==> config.mk <==
export PLATFORM = sky130hd
export DESIGN_NAME = power_mode_controller
export DESIGN_NICKNAME = d
export VERILOG_FILES = /design/src/hw/central_timewheel.v /design/src/hw/power_mode_controller.v
export VERILOG_INCLUDE_DIRS = /design/src /design/src/hw
export SDC_FILE = /design/constraint.sdc
export NUM_CORES = 1
export LEC_CHECK = 0
export ABC_CLOCK_PERIOD_IN_PS = 2900
export BUFFER_PORTS_ARGS = -buffer_cell sky130_fd_sc_hd__buf_4
export CORE_ASPECT_RATIO = 1.75
export CORE_MARGIN = 5
export CORE_UTILIZATION = 50
export CTS_BUF_LIST = sky130_fd_sc_hd__clkbuf_16
export CTS_CLUSTER_DIAMETER = 60
export DETAILED_ROUTE_END_ITERATION = 6
export PLACE_DENSITY = 0.76
export SLEW_MARGIN = 20
export SYNTH_ARGS = -nofsm -noshare
export SYNTH_HDL_FRONTEND = slang
export SYNTH_SLANG_ARGS = --single-unit
==> constraint.sdc <==
create_clock -name clk -period 2.9 [get_ports clk]
set_input_delay 0.58 -clock clk [delete_from_list [all_inputs] [get_ports clk]]
set_output_delay 0.58 -clock clk [all_outputs]
set_load 0.1 [all_outputs]
==> src/hw/power_mode_regs.vh <==
// Purpose: shared constants of the power mode controller
// Assumes: included by bare name from the design files
// Notes:   definitions only, no logic
`ifndef POWER_MODE_REGS_VH
`define POWER_MODE_REGS_VH

// global mode codes, highest to lowest consumption
`define MODE_ACTIVE     2'h0
`define MODE_ALT        2'h1
`define MODE_SLEEP      2'h2
`define MODE_HIBER      2'h3

// wakeup source vector positions
`define WK_COMP         0
`define WK_PORT         1
`define WK_I2C          2
`define WK_RTC          3
`define WK_CTW          4
`define WK_LVD          5
`define WK_W            6

// reset source vector positions
`define RS_EXTERNAL_RESET_PIN         0
`define RS_LVD          1
`define RS_WDOG         2
`define RS_PREC         3
`define RS_W            4

// template bit that powers the cpu
`define CPU_TMPL_BIT    0

// reset values
`define MODE_RST        2'h0
`define CPU_EN_RST      1'b1
`define FLAG_RST        1'b0

// timing in its own units and derived cycle counts
`define CLK_PERIOD_NS   25
`define SLEEP_RESUME_US 15
`define HIBER_RESUME_US 100
`define SYNC_LAT        4
`define SLEEP_RESUME_CYC ((`SLEEP_RESUME_US * 1000) / `CLK_PERIOD_NS)
`define HIBER_RESUME_CYC ((`HIBER_RESUME_US * 1000) / `CLK_PERIOD_NS)
`define RESUME_CNT_W    12

// central timewheel
`define TW_WIDTH        13
`define TW_TICK_HZ      1000

`endif

==> src/hw/central_timewheel.v <==
// Purpose: free running counter stepped by low speed oscillator ticks
// Assumes: tick is a one-cycle pulse already in the clk domain
// Notes:   wrap pulses once per full count cycle
`timescale 1ns/10ps
`default_nettype none
`include "power_mode_regs.vh"

module central_timewheel #(
    parameter WIDTH = `TW_WIDTH
) (
    input  wire             clk,
    input  wire             resetn,
    input  wire             tick,
    input  wire             run,
    input  wire             clear,
    output reg  [WIDTH-1:0] count_r,
    output reg              wrap_r
);

    wire [WIDTH-1:0] count_nxt;
    wire             at_top;

    assign at_top    = &count_r;
    assign count_nxt = count_r + {{(WIDTH-1){1'b0}}, 1'b1};

    // counter holds while stopped; firmware clear wins over a tick
    always @(posedge clk or negedge resetn) begin
        if (!resetn) begin
            count_r <= {WIDTH{1'b0}};
            wrap_r  <= 1'b0;
        end else begin
            wrap_r <= 1'b0;
            if (clear) begin
                count_r <= {WIDTH{1'b0}};
            end else if (run && tick) begin
                count_r <= count_nxt;
                wrap_r  <= at_top;
            end
        end
    end

endmodule
`default_nettype wire

==> src/hw/power_mode_controller.v <==
// Purpose: sequences the chip through its global power modes
// Assumes: single clk; wake, reset and oscillator pins are asynchronous
// Notes:   templates and requests come from firmware logic on clk
//
// Operation
// - four modes ranked active, alternate, sleep, hibernate
// - active modes power each subsystem by template bit
// - disabled subsystem loses clock and bias
// - template changes apply while staying active
// - active entered on wake, reset or write
// - low modes entered only by firmware write
// - cpu may disable itself until next wake
// - wake forces active mode and cpu on
// - mode after boot is active
// - sleep stops all but low speed clocks
// - sleep wakes from six listed sources only
// - sleep resume finishes under 15 us
// - sleep accepts pin, voltage and watchdog resets
// - hibernate stops clocks, keeps state, one regulator
// - hibernate exits by port interrupt, pin reset
// - hibernate resume finishes under 100 us
// - hibernate holds outputs and pin interrupt setup
// - timewheel 13-bit at 1 kHz, off in hibernate
// - pin reset also wakes hibernate; pin, voltage and watchdog resets wake sleep
`timescale 1ns/10ps
`default_nettype none
`include "power_mode_regs.vh"

module power_mode_controller #(
    parameter NSUB = 8
) (
    input  wire                 clk,
    input  wire                 resetn,
    input  wire                 mode_req_valid,
    input  wire [1:0]           mode_req_code,
    input  wire                 bus_busy,
    input  wire                 cpu_off_req,
    input  wire [NSUB-1:0]      active_template,
    input  wire [NSUB-1:0]      alt_template,
    input  wire [`WK_W-1:0]     wake_enable,
    input  wire                 irq_any,
    input  wire                 timewheel_clear,
    input  wire                 xtal_select,
    input  wire                 wake_comparator,
    input  wire                 wake_port_int,
    input  wire                 wake_i2c,
    input  wire                 wake_rtc,
    input  wire                 wake_lvd,
    input  wire                 low_speed_internal_osc,
    input  wire                 external_reset_pin,
    input  wire                 low_voltage_detect,
    input  wire                 watchdog_reset,
    input  wire                 precision_reset,
    output reg  [1:0]           mode_r,
    output reg                  resuming_r,
    output reg  [NSUB-1:0]      clk_gate_en_r,
    output reg  [NSUB-1:0]      bias_en_r,
    output reg                  cpu_en_r,
    output reg                  main_clk_en_r,
    output reg                  low_speed_osc_en_r,
    output reg                  watch_crystal_osc_en_r,
    output reg                  core_reg_en_r,
    output reg                  sleep_reg_en_r,
    output reg                  io_hold_r,
    output reg                  reset_req_r,
    output reg                  req_pending_r,
    output wire [`TW_WIDTH-1:0] timewheel_count_r
);

    localparam ST_ACTIVE = 3'h0;
    localparam ST_ALT    = 3'h1;
    localparam ST_SLEEP  = 3'h2;
    localparam ST_HIBER  = 3'h3;
    localparam ST_RESUME = 3'h4;
    localparam NASYNC    = 11;
    localparam CW        = `RESUME_CNT_W;
    localparam [CW-1:0] SLEEP_LOAD =
        `SLEEP_RESUME_CYC - `SYNC_LAT;
    localparam [CW-1:0] HIBER_LOAD =
        `HIBER_RESUME_CYC - `SYNC_LAT;

    reg  [NASYNC-1:0] sync1_r;
    reg  [NASYNC-1:0] sync2_r;
    reg               osc_last_r;
    reg  [2:0]        state_r;
    reg  [2:0]        state_nxt;
    reg  [1:0]        lp_mode_r;
    reg  [1:0]        lp_mode_nxt;
    reg  [1:0]        pend_code_r;
    reg  [CW-1:0]     resume_cnt_r;
    reg  [CW-1:0]     resume_cnt_nxt;
    reg               cpu_off_r;
    reg               cpu_force_r;
    reg               wake_now;
    reg               rst_now;
    reg               apply_now;
    reg               enter_low;
    reg  [1:0]        mode_nxt;
    reg  [NSUB-1:0]   gate_nxt;
    reg               cpu_nxt;
    wire [NASYNC-1:0] async_in;
    wire [`WK_W-1:0]  wake_vec;
    wire [`RS_W-1:0]  rst_vec;
    wire              osc_tick;
    wire              tw_wrap;
    wire              tw_run;
    wire [1:0]        eff_mode;

    // every pin level is brought into clk before anything looks at it
    assign async_in = {precision_reset, watchdog_reset, low_voltage_detect,
                       external_reset_pin, low_speed_internal_osc,
                       wake_lvd, wake_rtc, wake_i2c, wake_port_int,
                       wake_comparator, 1'b0};

    genvar gi;
    generate
        for (gi = 0; gi < NASYNC; gi = gi + 1) begin : g_sync
            // two stages per pin; only stage two is read
            always @(posedge clk or negedge resetn) begin
                if (!resetn) begin
                    sync1_r[gi] <= 1'b0;
                    sync2_r[gi] <= 1'b0;
                end else begin
                    sync1_r[gi] <= async_in[gi];
                    sync2_r[gi] <= sync1_r[gi];
                end
            end
        end
    endgenerate

    // rising edge of the synchronised low speed oscillator
    always @(posedge clk or negedge resetn) begin
        if (!resetn) begin
            osc_last_r <= 1'b0;
        end else begin
            osc_last_r <= sync2_r[6];
        end
    end

    assign osc_tick = sync2_r[6] & ~osc_last_r;
    assign rst_vec  = {sync2_r[10], sync2_r[9], sync2_r[8], sync2_r[7]};

    // timewheel wrap is an internal wakeup source
    assign wake_vec = {sync2_r[5], tw_wrap, sync2_r[4], sync2_r[3],
                       sync2_r[2], sync2_r[1]};

    // stopped while in hibernate or climbing out of it
    assign tw_run = (state_r != ST_HIBER) &&
                    !((state_r == ST_RESUME) &&
                      (lp_mode_r == `MODE_HIBER));

    central_timewheel #(
        .WIDTH (`TW_WIDTH)
    ) u_timewheel (
        .clk     (clk),
        .resetn  (resetn),
        .tick    (osc_tick),
        .run     (tw_run),
        .clear   (timewheel_clear),
        .count_r (timewheel_count_r),
        .wrap_r  (tw_wrap)
    );

    // mode whose wake and reset rules apply right now
    assign eff_mode = (state_r == ST_RESUME) ? lp_mode_r : mode_r;

    // which enabled wake sources may end the given mode
    function wake_ok;
        input [1:0]       m;
        input [`WK_W-1:0] w;
        input             irq;
        begin
            case (m)
                `MODE_SLEEP: wake_ok = |w;
                `MODE_HIBER: wake_ok = w[`WK_PORT];
                default:     wake_ok = irq | (|w);
            endcase
        end
    endfunction

    // which reset sources the given mode honours
    function reset_ok;
        input [1:0]       m;
        input [`RS_W-1:0] r;
        begin
            case (m)
                `MODE_SLEEP: reset_ok = r[`RS_EXTERNAL_RESET_PIN] | r[`RS_LVD] |
                                        r[`RS_WDOG];
                `MODE_HIBER: reset_ok = r[`RS_EXTERNAL_RESET_PIN];
                default:     reset_ok = |r;
            endcase
        end
    endfunction

    // mode sequencing
    always @* begin
        state_nxt      = state_r;
        lp_mode_nxt    = lp_mode_r;
        resume_cnt_nxt = resume_cnt_r;
        apply_now      = 1'b0;
        enter_low      = 1'b0;
        wake_now = wake_ok(eff_mode, wake_vec & wake_enable,
                           irq_any);
        rst_now  = reset_ok(eff_mode, rst_vec);
        case (state_r)
            ST_ACTIVE, ST_ALT: begin
                if (rst_now || wake_now) begin
                    state_nxt = ST_ACTIVE;
                end else if (req_pending_r && !bus_busy) begin
                    apply_now = 1'b1;
                    case (pend_code_r)
                        `MODE_ALT:   state_nxt = ST_ALT;
                        `MODE_SLEEP: state_nxt = ST_SLEEP;
                        `MODE_HIBER: state_nxt = ST_HIBER;
                        default:     state_nxt = ST_ACTIVE;
                    endcase
                    enter_low   = pend_code_r[1];
                    lp_mode_nxt = pend_code_r;
                end
            end
            ST_SLEEP: begin
                if (rst_now || wake_now) begin
                    state_nxt      = ST_RESUME;
                    resume_cnt_nxt = SLEEP_LOAD;
                end
            end
            ST_HIBER: begin
                if (rst_now || wake_now) begin
                    state_nxt      = ST_RESUME;
                    resume_cnt_nxt = HIBER_LOAD;
                end
            end
            ST_RESUME: begin
                // regulators settle before active clocks return
                if (resume_cnt_r == {CW{1'b0}}) begin
                    state_nxt = ST_ACTIVE;
                end else begin
                    resume_cnt_nxt = resume_cnt_r - {{(CW-1){1'b0}}, 1'b1};
                end
            end
            default: begin
                state_nxt = ST_ACTIVE;
            end
        endcase
    end

    // outputs derived from the next state
    always @* begin
        mode_nxt = `MODE_ACTIVE;
        gate_nxt = {NSUB{1'b0}};
        cpu_nxt  = 1'b0;
        case (state_nxt)
            ST_ACTIVE: begin
                mode_nxt = `MODE_ACTIVE;
                gate_nxt = active_template;
                cpu_nxt  = (active_template[`CPU_TMPL_BIT] &
                            ~cpu_off_r) | cpu_force_r;
            end
            ST_ALT: begin
                mode_nxt = `MODE_ALT;
                gate_nxt = alt_template;
                cpu_nxt  = (alt_template[`CPU_TMPL_BIT] &
                            ~cpu_off_r) | cpu_force_r;
            end
            ST_SLEEP: begin
                mode_nxt = `MODE_SLEEP;
            end
            ST_HIBER: begin
                mode_nxt = `MODE_HIBER;
            end
            ST_RESUME: begin
                mode_nxt = lp_mode_r;
            end
            default: begin
                mode_nxt = `MODE_ACTIVE;
            end
        endcase
        // a wake turns the cpu on whatever its template says
        if (wake_now || rst_now) begin
            if (state_nxt == ST_ACTIVE) begin
                cpu_nxt = 1'b1;
            end
        end
    end

    // state and bookkeeping registers
    always @(posedge clk or negedge resetn) begin
        if (!resetn) begin
            state_r      <= ST_ACTIVE;
            lp_mode_r    <= `MODE_RST;
            resume_cnt_r <= {CW{1'b0}};
            mode_r       <= `MODE_RST;
            resuming_r   <= `FLAG_RST;
        end else begin
            state_r      <= state_nxt;
            lp_mode_r    <= lp_mode_nxt;
            resume_cnt_r <= resume_cnt_nxt;
            mode_r       <= mode_nxt;
            resuming_r   <= (state_nxt == ST_RESUME);
        end
    end

    // firmware request waits for the bus; a new request beats the apply
    always @(posedge clk or negedge resetn) begin
        if (!resetn) begin
            req_pending_r <= `FLAG_RST;
            pend_code_r   <= `MODE_RST;
        end else begin
            if (mode_req_valid) begin
                req_pending_r <= 1'b1;
                pend_code_r   <= mode_req_code;
            end else if (apply_now) begin
                req_pending_r <= 1'b0;
            end else if ((wake_now || rst_now) && pend_code_r[1]) begin
                // a wake before entry cancels a low power request
                req_pending_r <= 1'b0;
            end
        end
    end

    // cpu self disable, undone by the next wake; the wake wins a tie
    always @(posedge clk or negedge resetn) begin
        if (!resetn) begin
            cpu_off_r   <= `FLAG_RST;
            cpu_force_r <= `FLAG_RST;
        end else begin
            if (wake_now || rst_now) begin
                cpu_off_r   <= 1'b0;
                cpu_force_r <= 1'b1;
            end else if (cpu_off_req) begin
                cpu_off_r   <= 1'b1;
                cpu_force_r <= 1'b0;
            end else if (enter_low || apply_now) begin
                cpu_force_r <= 1'b0;
            end
        end
    end

    // power, clock and hold controls, registered every cycle
    always @(posedge clk or negedge resetn) begin
        if (!resetn) begin
            clk_gate_en_r          <= {NSUB{1'b1}};
            bias_en_r              <= {NSUB{1'b1}};
            cpu_en_r               <= `CPU_EN_RST;
            main_clk_en_r          <= 1'b1;
            low_speed_osc_en_r     <= 1'b1;
            watch_crystal_osc_en_r <= 1'b0;
            core_reg_en_r          <= 1'b1;
            sleep_reg_en_r         <= 1'b0;
            io_hold_r              <= 1'b0;
            reset_req_r            <= 1'b0;
        end else begin
            clk_gate_en_r <= gate_nxt;
            bias_en_r     <= gate_nxt;
            cpu_en_r      <= cpu_nxt;
            main_clk_en_r <= (state_nxt == ST_ACTIVE) ||
                             (state_nxt == ST_ALT);
            // low speed clocks live on in every mode but hibernate and the climb out of it
            low_speed_osc_en_r <= (mode_nxt != `MODE_HIBER);
            watch_crystal_osc_en_r <= xtal_select &&
                                      (mode_nxt != `MODE_HIBER);
            core_reg_en_r  <= (state_nxt == ST_ACTIVE) ||
                              (state_nxt == ST_ALT) ||
                              (state_nxt == ST_RESUME);
            sleep_reg_en_r <= (state_nxt == ST_SLEEP);
            // pins keep their levels until the climb out is done
            io_hold_r <= (mode_nxt == `MODE_HIBER);
            reset_req_r <= rst_now;
        end
    end

endmodule
`default_nettype wire

==> out/metrics.yaml <==
met3_usage_pct: 5.81
post_drt_via_cell_ratio: 5.39
dr.pass1.iters: 6
crit_slowest_cell: "or3b_2"
wl_per_cell_um: 15.6
worstSetupPathType: "reg -> reg"
setup_slack_ps: 281
die_area_sq_mm: 0.00835
p_per_area_mw_per_mm2: 634
clk_pin_slew_worst_paths_ps: 50
gp_congestion: 0.904
finalMaxSlewViolations: 0
synth_compound_area_share_pct: 11.9
synth_fa_ha_area_share_pct: 0.762
seq_area_sq_mm: 0.00192
globalRouteOverflowTotal: 0
multi_input_area_sq_mm: 0.00121
final_antenna_net_count: 0
drt-initial-drc-count: 140
hold_buffers: 0
fp.dieH_um: 117
synth_commonest_cells: "dfrtp_1 (64), nand2_1 (26), nor2_1 (23)"
clk_path_buf_depth: 2
finClkSkew_ps: 4.92
syn_nets: 331
setup_tns_ps: 0
yosysMostFrequentCell: "dfrtp_1"
crit_family: "simple AND/OR/NAND/NOR gates"
io_pins: 83
cts_buffers: 9
preCtsSetupSlack_ps: 320
synth_top_flop_cell: "dfrtp_1"
grt_start_max_net_pins: 77
syn-cell-area_sq_mm: 0.00328
setup_viol: 0
status: "completed"
vdd_drop_max_uv: 690
cts_htree_levels: 3
slew_headroom_pct: 39.0
synth.yosys.warnings: 0
grtUsageMet1_pct: 21.3
worst_ep_arrival_time_ps: 2870
layout-drive-gt1-share_pct: 33.3
rows: 39
wirelength_mm: 7.06
track_usage_pct: 18.8
synth_edf_count: 0
power.leakage_nw: 1.93
clock_sinks: 76
synth_mux_area_share_pct: 3.05
synth_top_cell_by_area: "dfrtp_1"
fp.dieW_um: 71.2
post_cts_buffers: 0
vias: 2445
design.core.area_sq_mm: 0.00649
cts_root_buf: "clkbuf_16"
start_util_pct: 50.6
path_buf_inv: 1
fill_cells: 525
nets: 412
cpPeakStageDelay_ps: 510
synth-xor-area-share_pct: 3.74
grt_pass1_wl_mm: 12.2
synth.distinct_cells: 57
clk_latency_ps: 330
seq_area_frac_synth_pct: 58.4
post-route-util_pct: 64.2
n_antenna_cell: 0
crit_fanout: 12
syn_to_final_growth_pct: 26.9
synth_top_family_by_area: "simple AND/OR/NAND/NOR gates"
min_path_type: "reg -> reg"
yosys.area_share.simple_pct: 17.6
cts_tree: "done"
io_buffers: 82
cp.required_ps: 3150
globalRoute.busiestLayer: "met2"
drc_errors: 0
antenna_found_initial: 0
use_met2_pct: 31.9
first_global_vias: 2518
yosys_register_bits: 76
synthArstFlopShare_pct: 100
cts_resized: 0
cp_cell_sequence: "inv_1 -> ha_1 -> or3b_2 -> or4_1 -> nand2_1 -> a211o_1 -> a22oi_1 -> nor2b_1"
syn_inst: 287
rsz0062_at_grt: "no"
syn_avg_cell_area_sq_um: 11.4
cap_violations: 0
cp-start-kind: "flop"
power_mw: 2.64
yosysTopAreaCellShare_pct: 48.8
synthTopCellsByArea: "dfrtp_1 (49%), dfstp_2 (9.6%), nand2_1 (3.0%)"
dp_hpwl_mm: 5.15
worstMarginPinSlew_ps: 915
post-route-period-util_pct: 90.3
hold_violations: 0
fmax_ghz: 0.382
min_period_ps: 2620
end_kind: "flop"
cells by family after synthesis:
kind of cell	count (synthesis)
multiplexers	8
flip-flops	76
buffers and inverters	27
AO/OA/AOI/OAI	52
adder cells (fa/ha/maj)	2
AND/OR/NAND/NOR	108
XOR/XNOR	14
where the power goes:
group / internal, mW / switching [mW] / leakage, nW
logic: 0.155 / 0.315 / 0.870
clock network: 0.558 / 0.382 / 0.133
registers: 1.15 / 0.0754 / 0.923
total: 1.87 / 0.772 / 1.93
layer usage:
| layer | vias up | part of all wire, % | routed length, um |
|---|---|---|---|
| li1 | 1160 | - | - |
| met1 | 1173 | 35 | 2500 |
| met2 | 92 | 54 | 3810 |
| met3 | 20 | 7.7 | 543 |
| met4 | 0 | 2.9 | 203 |
| met5 | - | 0 | 0 |
worst paths after layout:
kind / start / end / slack (ps) / depth (start not counted)
hold / removal: sync1_r[1] / sync2_r[1] / 340 / 0
setup reg to reg: resume_cnt_r[1] / bias_en_r[1] / 280 / 8
hold reg to reg: sync1_r[1] / sync2_r[1] / 340 / 0
max in group asynchronous: resetn / sleep_reg_en_r / 1920 / 1
setup / recovery: resume_cnt_r[1] / bias_en_r[1] / 280 / 8
min in group asynchronous: resetn / sync1_r[8] / 390 / 1
state kept, by name (all words and copies together), names as in the netlist, 2 cells and up:
name,count
u_timewheel.count_r,13
resume_cnt_r,12
sync1_r,10
bias_en_r,8
sync2_r,6
reset_ok.r,4
state_r,3
lp_mode_r,2
mode_r,2
pend_code_r,2
metrics by stage:
| step | cell area [sq um] | hold slack (ps) | std cells |
|---|---|---|---|
| final | 4160 | 344 | 454 |
| after global routing | 4160 | 344 | 454 |
| after CTS | 4160 | 346 | 454 |
| after detailed placement | 3910 | 336 | 439 |
| after global placement | 3910 | 331 | 439 |
| after floorplan | 3280 | 284 | 287 |
area by class of cell:
type	count	share of cell area [%]
Sequential cell	76	46.0
Multi-Input combinational cell	184	29.2
Timing Repair Buffer	84	15.1
Clock buffer	9	5.41
Tap cell	82	2.46
Inverter	13	1.17
Clock inverter	6	0.601
cell usage in the layout, fill, tap and decap left out, types with 6 or more instances in the layout:
master,count
nor2b_1,11
nand2_1,26
a22oi_1,12
buf_4,84
dfrtp_1,64
clkbuf_16,9
xor2_1,8
dfstp_2,12
a21oi_1,10
o21ai_0,7
nor2_1,23
inv_1,15
nor3_1,10
mux2_2,6
xnor2_1,6
Note: power is estimated with default switching activity, not from simulation.
